===== src/rtl/sram_host_pkg.sv =====
// Purpose: Shared constants and carriers for the async static memory host
// Assumes: 100 MHz ref_clk, 10 ns period
// Notes: Timing figures in ns, cycle counts derived below
package sram_host_pkg;
  // Clock period in ns
  localparam int CLK_NS = 10;
  // Speed grade selector: 1 picks the fast part
  localparam bit FAST_GRADE = 1'b0;
  // Read access time (address to data)
  localparam int T_AA_NS = FAST_GRADE ? 45 : 55;
  // Output enable to data valid
  localparam int T_DOE_NS = FAST_GRADE ? 22 : 25;
  // Output float after a strobe goes high
  localparam int T_HZ_NS = FAST_GRADE ? 18 : 20;
  // Address and lane setup to write end
  localparam int T_AW_NS = FAST_GRADE ? 35 : 40;
  // Data setup to write end
  localparam int T_SD_NS = 25;
  // Least times round up to whole cycles
  localparam int RD_CYC = (T_AA_NS + CLK_NS - 1) / CLK_NS;
  localparam int PW_MIN = (T_AW_NS + CLK_NS - 1) / CLK_NS;
  localparam int PW_OE = (T_SD_NS + T_HZ_NS + CLK_NS - 1) / CLK_NS;
  localparam int WR_CYC = (PW_MIN > PW_OE) ? PW_MIN : PW_OE;
  localparam int HZ_CYC = (T_HZ_NS + CLK_NS - 1) / CLK_NS;
  // Counter width
  localparam int CNT_W = 4;
  // Pin widths
  localparam int ADDR_W = 19;
  localparam int DATA_W = 16;

  // States of the access sequencer
  typedef enum logic [2:0]
  {
    ST_IDLE = 3'b000,
    ST_READ = 3'b001,
    ST_WRITE = 3'b010,
    ST_TURN = 3'b011
  } state_t;

  // Memory-side strobes, all as seen on the pins
  typedef struct packed
  {
    logic sel_n;
    logic sel;
    logic we_n;
    logic oe_n;
    logic upper_lane_sel_n;
    logic lower_lane_sel_n;
  } strobes_t;

  // Request carrier from the user side
  typedef struct packed
  {
    logic write;
    logic [1:0] lanes;
    logic [ADDR_W-1:0] addr;
    logic [DATA_W-1:0] wdata;
  } req_t;
endpackage : sram_host_pkg


===== src/rtl/sram_host.sv =====
// Purpose: Host sequencer driving an asynchronous 16-bit static memory
// Assumes: Inputs synchronous to ref_clk; one access at a time
// Notes: Each access asserts selects, then releases all strobes together
`timescale 1ns/100ps
module sram_host
  import sram_host_pkg::*;
(
  input wire logic ref_clk,
  input wire logic rst,
  input wire logic clk_en,
  input wire logic req_valid,
  input wire req_t req,
  output logic req_ready,
  output logic rsp_valid,
  output logic [DATA_W-1:0] rsp_data,
  output logic idle_standby,
  output logic [ADDR_W-1:0] mem_addr,
  output strobes_t mem_ctl,
  input wire logic [DATA_W-1:0] mem_dq_in,
  output logic [DATA_W-1:0] mem_dq_out,
  output logic mem_dq_oe
);

  ////////////////////////////////////////////////////////////////////////////
  // State
  state_t state;
  // Cycle counter within a phase
  logic [CNT_W-1:0] cnt;
  // Current access kind and lanes
  logic is_write;
  logic [1:0] lanes;
  // Registered pin values
  logic active;

  // Phase has run its full length
  wire logic rd_done = (state == ST_READ) && (cnt == CNT_W'(RD_CYC - 1));
  wire logic wr_done = (state == ST_WRITE) && (cnt == CNT_W'(WR_CYC - 1));
  wire logic turn_done = (state == ST_TURN) && (cnt == CNT_W'(HZ_CYC - 1));
  // Accept only from idle
  assign req_ready = (state == ST_IDLE);
  wire logic take = req_ready && req_valid && clk_en;

  ////////////////////////////////////////////////////////////////////////////
  // Pin drive, decoded from registered state
  // One assignment drives the whole strobe carrier, so no member
  // ever has a second driver
  assign mem_ctl = '{
    sel_n: ~active,
    sel: active,
    // Strobe low only in write phase
    we_n: ~(active && is_write),
    oe_n: ~(active && !is_write),
    // Lanes off between accesses for standby
    upper_lane_sel_n: ~(active && lanes[1]),
    lower_lane_sel_n: ~(active && lanes[0])
  };
  // Standby shown when no access runs
  assign idle_standby = ~active;

  ////////////////////////////////////////////////////////////////////////////
  // Sequencer
  always_ff @(posedge ref_clk or posedge rst)
  begin
    if (rst)
    begin
      state <= ST_IDLE;
      cnt <= '0;
      active <= 1'b0;
      is_write <= 1'b0;
      lanes <= 2'h0;
      mem_addr <= '0;
      mem_dq_out <= '0;
      mem_dq_oe <= 1'b0;
      rsp_valid <= 1'b0;
      rsp_data <= '0;
    end
    else if (clk_en)
    begin
      rsp_valid <= 1'b0;
      case (state)
        ST_IDLE:
        begin
          // Address set with select, same edge
          if (take)
          begin
            state <= req.write ? ST_WRITE : ST_READ;
            mem_addr <= req.addr;
            mem_dq_out <= req.wdata;
            mem_dq_oe <= req.write;
            is_write <= req.write;
            lanes <= (req.lanes == 2'h0) ? 2'h3 : req.lanes;
            active <= 1'b1;
            cnt <= '0;
          end
        end
        ST_READ:
        begin
          cnt <= cnt + 1'b1;
          if (rd_done)
          begin
            rsp_data <= mem_dq_in;
            rsp_valid <= 1'b1;
            active <= 1'b0;
            state <= ST_TURN;
            cnt <= '0;
          end
        end
        ST_WRITE:
        begin
          cnt <= cnt + 1'b1;
          if (wr_done)
          begin
            // All strobes end the write together
            active <= 1'b0;
            rsp_valid <= 1'b1;
            state <= ST_TURN;
            cnt <= '0;
          end
        end
        ST_TURN:
        begin
          // Data held one cycle past write end
          mem_dq_oe <= 1'b0;
          cnt <= cnt + 1'b1;
          if (turn_done)
          begin
            state <= ST_IDLE;
          end
        end
        default:
        begin
          state <= ST_IDLE;
        end
      endcase
    end
  end

  ////////////////////////////////////////////////////////////////////////////
  // Checks
  // Enabled cycles with output enable low, saturating; a counter
  // keeps the read length check free of a long repetition
  logic [CNT_W-1:0] oe_run;

  // Run length of the read strobe, frozen with the rest of the block
  always_ff @(posedge ref_clk or posedge rst)
  begin
    if (rst)
    begin
      oe_run <= '0;
    end
    else if (clk_en)
    begin
      if (mem_ctl.oe_n)
      begin
        oe_run <= '0;
      end
      else if (oe_run != '1)
      begin
        oe_run <= oe_run + 1'b1;
      end
    end
  end

  // Read strobes stay on for the whole access time
  a_read_length: assert property (
    @(posedge ref_clk) disable iff (rst)
    $rose(mem_ctl.oe_n) |-> (oe_run >= CNT_W'(RD_CYC)))
    else $error("read strobes released early");
  // No write strobe while outputs are on
  a_we_high_read: assert property (
    @(posedge ref_clk) disable iff (rst)
    !mem_ctl.oe_n |-> mem_ctl.we_n)
    else $error("write strobe low during read");
  // Host off the bus whenever the memory drives it
  a_no_bus_fight: assert property (
    @(posedge ref_clk) disable iff (rst)
    !mem_ctl.oe_n |-> !mem_dq_oe)
    else $error("host drives bus with outputs on");
  // Address frozen for as long as an access runs
  a_addr_stable: assert property (
    @(posedge ref_clk) disable iff (rst)
    (active && $past(active)) |-> $stable(mem_addr))
    else $error("address moved inside access");
  // Data driven with the strobe and held after its first cycle
  a_data_setup: assert property (
    @(posedge ref_clk) disable iff (rst)
    !mem_ctl.we_n |->
      (mem_dq_oe && ($past(mem_ctl.we_n) || $stable(mem_dq_out))))
    else $error("write data not held during strobe");
  // Write strobe only with both selects and a lane on
  a_write_select: assert property (
    @(posedge ref_clk) disable iff (rst)
    !mem_ctl.we_n |-> (!mem_ctl.sel_n && mem_ctl.sel &&
      !(mem_ctl.upper_lane_sel_n && mem_ctl.lower_lane_sel_n)))
    else $error("write strobe without full qualification");
  // Active-low select and upper lane drop with the write strobe
  a_write_end: assert property (
    @(posedge ref_clk) disable iff (rst)
    $rose(mem_ctl.we_n) |-> mem_ctl.sel_n && mem_ctl.upper_lane_sel_n)
    else $error("write not ended cleanly");
  // Idle keeps the memory in standby
  a_standby_idle: assert property (
    @(posedge ref_clk) disable iff (rst)
    (state == ST_IDLE) |-> (mem_ctl.upper_lane_sel_n &&
      mem_ctl.lower_lane_sel_n && mem_ctl.sel_n))
    else $error("lanes left on while idle");
endmodule : sram_host


===== config.mk =====
export PLATFORM = sky130hd
export DESIGN_NAME = sram_host
export DESIGN_NICKNAME = d
export VERILOG_FILES = /design/src/rtl/sram_host_pkg.sv /design/src/rtl/sram_host.sv
export SDC_FILE = /design/constraint.sdc
export NUM_CORES = 1
export LEC_CHECK = 0
export ABC_AREA = 1
export BUFFER_PORTS_ARGS = -buffer_cell sky130_fd_sc_hd__buf_2
export CAP_MARGIN = 20
export CORE_UTILIZATION = 43
export DETAILED_ROUTE_END_ITERATION = 8
export HOLD_SLACK_MARGIN = 0.1
export MAX_ROUTING_LAYER = met4
export PLACE_DENSITY = 0.76
export SETUP_SLACK_MARGIN = 0.15
export SYNTH_ARGS = -nofsm -noshare
export SYNTH_HDL_FRONTEND = slang
export SYNTH_SLANG_ARGS = --single-unit

===== constraint.sdc =====
create_clock -name ref_clk -period 1.72 [get_ports ref_clk]
set_input_delay 0.172 -clock ref_clk [delete_from_list [all_inputs] [get_ports ref_clk]]
set_output_delay 0.172 -clock ref_clk [all_outputs]
set_load 0.02 [all_outputs]

Word level (Yosys, flattened, before mapping)
Index checks and enable logic that the tools add are counted.
Word-level totals
  bits of input ports: 58
  output and inout port bits: 61
  bits in registers: 64
  logic and storage cells: 67
Operators by class
  bitwise gates (word level): 5
  equal/unequal tests: 10
  mux-type cells: 20
  reduce and logical (&&, ||, !) cells: 21
  add/subtract/negate cells: 1
Operators with widths (count)
  one-hot mux 4 bit (4 select lines): 1
  2-to-1 mux 3 bit: 4
  2-to-1 mux 4 bit: 3
  one-hot mux 3 bit (4 select lines): 1
  AND reduction 3 bit: 4
  AND reduction 5 bit: 2
  logical AND 1 bit: 9
  equality test 4 x 3 -> 1 bit (second input constant): 2
  equality test 3 x 2 -> 1 bit (second input constant): 2
  2-to-1 mux 1 bit: 6
  inequality test 2 bit (second input constant): 3
  NOT 1 bit: 5
  adder 4 x 1 -> 4 bit (second input constant): 1
  equality test 4 x 1 -> 1 bit (second input constant): 1
  2-to-1 mux 2 bit: 2
  one-hot mux 1 bit (2 select lines): 2
  nonzero test 4 bit: 1
  equality test 3 x 1 -> 1 bit (second input constant): 1
  logical NOT 3 bit: 1
  one-hot mux 1 bit (3 select lines): 1
  nonzero test 3 bit: 1
  logical NOT 2 bit: 1
  inequality test 2 x 1 -> 1 bit (second input constant): 1
  nonzero test 2 bit: 1
  logical NOT 1 bit: 1

Depth between registers and ports, before layout
Gate-level depths: netlist of run 1.
  depth in word-level cells: 5
  mapped depth: 9
  gate-level depth less buffers: 9

Worst setup path after synthesis of run 1
No wires, ideal clock.
  kind: flip-flop to flip-flop
  start: register state[0]
  end: register mem_addr[0]
  library setup time: 0.116 ns
  required time: 1.604 ns
  cell stages (with the launch flop): 8
  clock period less this slack: 1.611 ns
  arrival time: 1.495 ns
  setup slack: 0.109 ns
  path through: dfrtp_1 > inv_1 > ha_1 > nand3_1 > buf_2 > buf_2 > nand2_1 > nand2_1
On the way
  cells in the longest elaborated chain, start to end: 4
Ends and longest elaborated chain
  start, declared: RTL line sram_host.sv:26  | state_t state;
  start signal, assigned: RTL line sram_host.sv:86  | state <= req.write ? ST_WRITE : ST_READ;
  logical NOT 3 bit (*): RTL line sram_host.sv:40  | assign req_ready = (state == ST_IDLE);
  net req_ready: RTL line sram_host.sv:13  | output logic req_ready,
  logical AND 1 bit (2 in a row): RTL line sram_host.sv:41  | wire logic take = req_ready && req_valid && clk_en;
  AND reduction 3 bit (no line) (*)
  end signal, assigned: RTL line sram_host.sv:87  | mem_addr <= req.addr;
  end, declared: RTL line sram_host.sv:17  | output logic [ADDR_W-1:0] mem_addr,
Mark *: on every way through the listed nets, which the timed path passes. The rest lies on a longest branch.
A chain may end at the register's enable or synchronous reset.

Final worst setup path of run 1
  start: register cnt[1]
  end: register state[1]
On the way
  cells in the longest elaborated chain, start to end: 4
  elaborated cells on any way between the ends: 10
Ends and longest elaborated chain
  start, declared: RTL line sram_host.sv:28  | logic [CNT_W-1:0] cnt;
  start signal, assigned: RTL line sram_host.sv:98  | cnt <= cnt + 1'b1;
  start signal, assigned: RTL line sram_host.sv:110  | cnt <= cnt + 1'b1;
  start signal, assigned: RTL line sram_host.sv:124  | cnt <= cnt + 1'b1;
  equality test 4 x 1 -> 1 bit, or another cell as far along: RTL line sram_host.sv:38  | wire logic turn_done = (state == ST_TURN) && (cnt == CNT_W'(HZ_CYC - 1));
  logical AND 1 bit (on tied branches): RTL line sram_host.sv:38, sram_host.sv:36, sram_host.sv:37
  inequality test 2 bit (no line)
  AND reduction 5 bit (no line) (*)
Every way passes the cells marked *; elsewhere a longest branch is shown, timed or not.

==> results of run 1 <==
==> sequential cells by signal, indices dropped and copies added, names as in the netlist <==
name / flops
lanes: 2
mem_dq_oe: 1
mem_addr: 19
mem_dq_out: 16
is_write: 1
rsp_valid: 1
rsp_data: 16
cnt: 4
state: 2
active: 1
==> metal layers <==
layer	wire length, um	vias up	part of all wire
met3	422	13	0.054
met4	105	0	0.013
met1	3280	1349	0.42
li1	-	1386	-
met5	0	-	0
met2	4020	98	0.51
==> per-stage QoR <==
step / util / setup slack (ps) / cells
3_3_place_gp: 0.550 / 204 / 519
6_report: 0.677 / 249 / 593
2_1_floorplan: - / 223 / 332
4_1_cts: 0.669 / 173 / 590
3_5_place_dp: 0.550 / 101 / 519
5_1_grt: 0.677 / 153 / 593
==> power breakdown <==
group | switching (mW) | total (mW) | leakage (nW) | internal, mW
sequential | 0.371 | 2.46 | 0.809 | 2.09
clock | 0.573 | 1.24 | 0.0960 | 0.664
combinational | 1.99 | 3.09 | 1.52 | 1.10
==> layout by cell type (no fill, tap or decap), types with 6 or more instances in the layout <==
master / n
dfrtp_1: 62
inv_1: 14
nor2_1: 8
nand3_1: 27
clkbuf_8: 9
nand2_1: 172
buf_4: 6
ha_1: 6
buf_2: 118
o21ai_0: 8
dlygate4sd3_1: 53
==> cells by family (layout without fill, tap and decap cells) <==
group / after synthesis / in the layout
buffers and inverters: 33 / 217
AO/OA/AOI/OAI: 12 / 12
adder cells (fa/ha/maj): 8 / 8
AND/OR/NAND/NOR: 216 / 216
flip-flops: 63 / 63
==> final cells by class <==
type / instances / area, sq um / share of cell area
sequential: 63 / 1580 / 0.369
tap: 77 / 96.3 / 0.0225
timing repair buffer: 182 / 1250 / 0.292
inverter: 19 / 77.6 / 0.0181
clock buffer: 10 / 128 / 0.0298
clock inverter: 6 / 61.3 / 0.0143
multi-input combinational: 236 / 1090 / 0.254
==> how the worst max path moves through the flow <==
stage	endpoint	slack (ps)
final	state[1]$_DFFE_PP0P_	250
after global routing	cnt[1]$_DFFE_PP0P_	150
after CTS	cnt[0]$_DFFE_PP0P_	170
after detailed placement	mem_addr[16]$_DFFE_PP0P_	100
after global placement	mem_addr[0]$_DFFE_PP0P_	200
after floorplan	mem_addr[0]$_DFFE_PP0P_	220
==> worst max-delay path, cell delays in order (launching register included) <==
cell and delay (ps):
dfrtp_1 410, inv_1 120, ha_2 220, nand3_4 110
nand2_1 140, nand3_2 150, nor2_2 140, nand2_1 60
nand2_1 50
==> repair_timing <==
item,in CTS,in global routing
hold buffers,53,0
hold endpoints to repair,74,0
resized for setup,2,9
buffers inserted,2,3
setup endpoints to repair,22,62
pin swaps,0,1
==> impl_results.md, run 1 <==
- I/O pin total: 119
- Yosys cell types: 21
- Final Critical Period: 1470 ps
- R2r startpoint: cnt[1]$_DFFE_PP0P_
- Wire per inst: 13.2 um
- Clock buffer depth: 2
- Die H: 82.7 um
- Met1 Usage GRT: 0.288
- Final ANT Viol Nets: 0
- Crit. End Element: flip-flop
- Synth Area in Compound Gates: 0.0224
- Layout area overhead: 52.8%
- End of the worst register-to-register path: state[1]$_DFFE_PP0P_
- Worst-path clk slew: 70 ps
- Vias in the first global route: 2672
- Status: finished, final reports clean
- Post-synth EDFFs: 0
- Drt pass-1 iters: 4
- Synth top cells by count: nand2_1, dfrtp_1, nand3_1
- CTS sink count: 63
- Initial DRC count: 194
- Root buf cell: clkbuf_8
- Layout cells sized above 1: 0.306
- Sequential cell area fraction in the yosys report: 0.563
- Gp weighted congestion: 0.845
- Synthesized area: 2800 sq um
- Leakage: 2.43 nW
- Hold wc startpoint: req[35]
- Max Cap Violations: 0
- Final Cycle Share: 0.855
- Critical path fanouts, max: 5
- Row count: 29
- Grt met2 use: 0.400
- GRT busiest layer: met2
- Yosys warnings: 0
- Area after DPL: 3470 sq um
- Nets: 577
- Critical path data arrival time: 1740 ps
- First-pass GRT wire length: 12100 um
- Synth Area in Adders: 0.0358
- Hold slack: 147 ps
- Core ar.: 6310 sq um
- CTS Buf Count: 9
- WHS Path Cells: 3
- CP Class: reg -> reg
- Initial core utilization: 0.443
- FILL cells: 508
- Clock Latency Late Sink: 340 ps
- Routed WL: 7830 um
- Top-count cell post-synth: nand2_1
- # diodes: 0
- Drt drc: 0
- FF-to-FF path depth: 8
- Worst-Margin Slew: 549 ps
- Setup Skew: 7.23 ps
- Total grt overflow: 0
- Multiplexer share of the synthesized area: 0
- M3 GR Usage: 0.0648
- Overall power: 6.79 mW
- Syn nets: 398
- Ys async rst share: 1.00
- Pin count of the biggest net entering global routing: 39
- H-tree depth: 3
- Vias: 2846
- HP Class: in -> reg
- Number of port buffers: 118
- HPWL Detailed: 4680 um
- Rel. slew slack: 0.633
- Reg2reg setup slack: 250 ps
- Overall Global Routing Usage: 0.243
- Hold path endpoint: lanes[0]$_DFFE_PP0P_
- Synth area leader: dfrtp_1
- Initial antenna violation count: 0
- Dominant cells by area after synthesis: dfrtp_1, nand2_1, nand3_1, ha_1, inv_1
- Die Area: 6840 sq um
- Setup repair after global routing missed its margin: no
- Simple-Gate Fraction of Synth Area: 0.321
- Fmax: 0.680 GHz
- Synth Flop Type: dfrtp_1
- Final setup vio count: 0
- Final hold violation count: 0
- Max IR drop VDD: 1.09 mV
- Syn Inst Count: 332
- Post-synth top area share: 0.563
- Worst Setup Start Kind: flip-flop
- Power density over cell area: 1590 nW/um^2
- Number of synthesized register bits: 63
- Fin Setup TNS: 0 ps
- Req. time, crit path: 1990 ps
- Largest family of logic cells by synthesized area: simple AND/OR/NAND/NOR gates
- Horiz. Die Dim: 82.7 um
- Drt via density: 4.80
- CTS tree: yes
- Layout Cell Area excl Fill: 4280 sq um
- Final Max Tran Viols: 0
- Synth Area in XOR/XNOR: 0
- Worst Setup SP: cnt[1]$_DFFE_PP0P_
- Synthesized area per cell: 8.43 sq um
Note: power is estimated with default switching activity, not from simulation.
==> inputs of run 2 (changes only) <==
--- a/config.mk
+++ b/config.mk
@@ -9,6 +9,7 @@
 export BUFFER_PORTS_ARGS = -buffer_cell sky130_fd_sc_hd__buf_2
 export CAP_MARGIN = 20
 export CORE_UTILIZATION = 43
+export CTS_BUF_LIST = sky130_fd_sc_hd__clkbuf_8 sky130_fd_sc_hd__clkbuf_16
 export DETAILED_ROUTE_END_ITERATION = 8
 export HOLD_SLACK_MARGIN = 0.1
 export MAX_ROUTING_LAYER = met4
==> run 2 against run 1 <==
Net effect:
- combinational power barely moved
- sequential share of layout area did not move
- final cell count did not move
- global-route usage did not move
- power fell by 0.16%
- count of clock-buffer cells in the layout fell by 1
- core utilization did not move
- maximum frequency barely moved
- register-to-register slack barely moved
- routed wire length fell by 0.22%
- critical path type unchanged
- critical endpoint unchanged
- largest cell class unchanged
- largest power group unchanged
==> impl_results.md, run 2 (synthesized netlist as in run 1, its figures left out) <==
- Wl on met1: 3250 um (was 3280 um)
- Power density over cell area: 1580 nW/um^2 (was 1590 nW/um^2)
- Clock buffer depth: 2 (unchanged)
- I/O pin total: 119 (unchanged)
- Clock Latency Late Sink: 340 ps (about the same)
- Vias: 2847 (was 2846)
- Setup Skew: 6.29 ps (was 7.23 ps)
- Pin count of the biggest net entering global routing: 39 (unchanged)
- Wire per inst: 13.2 um (about the same)
- HPWL Detailed: 4680 um (unchanged)
- Met3 Routed Length: 414 um (was 422 um)
- First-pass GRT wire length: 12100 um (unchanged)
- CTS Buf Count: 9 (unchanged)
- Die H: 82.7 um (unchanged)
- Number of flip-flops in the largest register: 19 (unchanged)
- Drt drc: 0 (unchanged)
- Met2 wire length: 4040 um (was 4020 um)
- Sw frac: 0.433 (about the same)
- Gp weighted congestion: 0.845 (unchanged)
- Reg2reg setup slack: 250 ps (about the same)
- Fmax: 0.680 GHz (about the same)
- Vias in the first global route: 2672 (unchanged)
- Routed WL: 7810 um (was 7830 um)
- Final Critical Period: 1470 ps (about the same)
- Req. time, crit path: 1990 ps (about the same)
- Final ANT Viol Nets: 0 (unchanged)
- Most frequent cells in the layout: nand2_1, buf_2, dfrtp_1 (unchanged)
- Final Cycle Share: 0.856 (was 0.855)
- Leakage: 2.43 nW (about the same)
- Max IR drop VDD: 1.09 mV (about the same)
- Final Max Tran Viols: 0 (unchanged)
- CP Class: reg -> reg (unchanged)
- Total grt overflow: 0 (unchanged)
- Horiz. Die Dim: 82.7 um (unchanged)
- Critical path data arrival time: 1740 ps (about the same)
- Reg with most FFs: mem_addr (unchanged)
- Drt pass-1 iters: 4 (unchanged)
- Row count: 29 (unchanged)
- Die Area: 6840 sq um (unchanged)
- Uppermost layer routed: met4 (unchanged)
- FILL cells: 508 (unchanged)
- Core ar.: 6310 sq um (unchanged)
- Initial antenna violation count: 0 (unchanged)
- Nets: 577 (unchanged)
- CTS sink count: 63 (unchanged)
- Worst-path clk slew: 70 ps (about the same)
- Status: finished, final reports clean (unchanged)
- Rel. slew slack: 0.633 (about the same)
- Layout area overhead: 52.8% (unchanged)
- Overall Global Routing Usage: 0.243 (unchanged)
- Largest registers: mem_addr: 19 flops, mem_dq_out: 16 flops, rsp_data: 16 flops (unchanged)
- Final Util: 0.677 (unchanged)
- Initial DRC count: 192 (was 194)
- Clock power frac: 0.181 (was 0.182)
- Worst-Margin Slew: 549 ps (about the same)
- Overall power: 6.78 mW (was 6.79 mW)
- Number of port buffers: 118 (unchanged)
- Final hold violation count: 0 (unchanged)
- Worst Setup Start Kind: flip-flop (unchanged)
- HP Class: in -> reg (unchanged)
- CTS tree: yes (unchanged)
- Initial core utilization: 0.443 (unchanged)
- Cells after DPL: 519 (unchanged)
- Crit. End Element: flip-flop (unchanged)
- Final setup vio count: 0 (unchanged)
- # diodes: 0 (unchanged)
- Max Cap Violations: 0 (unchanged)
- Final Instance Count excl. Fillers: 593 (unchanged)
- Switching pwr: 2.93 mW (was 2.94 mW)
- Cell internal pwr: 3.84 mW (was 3.85 mW)
- Register share of total power: 0.363 (was 0.362)
- Register area: 1580 sq um (unchanged)
- Critical path fanouts, max: 5 (unchanged)
- Setup repair after global routing missed its margin: no (unchanged)
- Comb power frac: 0.456 (about the same)
- Hold slack: 147 ps (about the same)
- H-tree depth: 3 (unchanged)
- Most common cell after layout, fill and taps aside: nand2_1 (unchanged)
- Fin Setup TNS: 0 ps (unchanged)
- Layout cells sized above 1: 0.306 (unchanged)
- Footprint of the multi-input gates: 1090 sq um (unchanged)
- Root buf cell: clkbuf_8 (unchanged)
- Drt via density: 4.80 (about the same)
-- run 2: cell count changes in the layout (fill, tap and decap cells not counted) --
cell,before,now
clkbuf_1,1,0
inv_1,14,15
-- run 2: layout make-up --
cell class,count,area share
Clock inverter,7,0.0152
Clock buffer,9,0.0290
Inverter,19,0.0181
Tap cell,77,0.0225
Sequential cell,63,0.369
Multi-Input combinational cell,236,0.254
Timing Repair Buffer,182,0.292
-- run 2: power by group through the flow --
stage	Sequential (mW)	Clock [mW]	Combinational, mW
final	2.46	1.23	3.09
after global routing	2.54	1.34	3.45
after CTS	2.43	1.26	3.01
after detailed placement	2.45	0	2.88
after global placement	2.43	0	2.81
after floorplan	3.07	0	1.31
-- run 2: path summary, 6_finish.rpt --
kind / from / end / depth (start not counted)
worst max-delay path: cnt[1]$_DFFE_PP0P_ / state[1]$_DFFE_PP0P_ / 8
worst min-delay path: req[35] / lanes[0]$_DFFE_PP0P_ / 3
worst max register to register: cnt[1]$_DFFE_PP0P_ / state[1]$_DFFE_PP0P_ / 8
worst min register to register: rsp_data[13]$_DFFE_PP0P_ / rsp_data[13]$_DFFE_PP0P_ / 2
max in group asynchronous: rst / active$_DFFE_PP0P_ / 4
min in group asynchronous: rst / mem_dq_out[8]$_DFFE_PP0P_ / 3
-- run 2: metrics by stage --
step	area [sq um]	setup WS (ps)
after floorplan	2810	223
after global placement	3470	204
after detailed placement	3470	101
after CTS	4230	173
after global routing	4280	153
final	4280	249
-- run 2: repair_timing --
item / 4_1_cts / 5_1_grt
pin swaps: 0 / 1
gates resized for setup: 2 / 9
endpoints found under the setup margin: 22 / 62
setup buffers: 2 / 3
hold endpoints to repair: 74 / 0
hold buffers: 53 / 0
-- run 2: worst max-delay path, cell delays in order (launching register included) --
cell	delay, ps
dfrtp_1	410
inv_1	120
ha_2	220
nand3_4	110
nand2_1	140
nand3_2	150
nor2_2	140
nand2_1	60
nand2_1	50
-- run 2: per-layer routing --
| metal | global-route usage | up-vias |
|---|---|---|
| met5 | - | - |
| met4 | 0.0810 | 0 |
| met3 | 0.0648 | 13 |
| met2 | 0.400 | 95 |
| met1 | 0.288 | 1352 |
| li1 | - | 1387 |
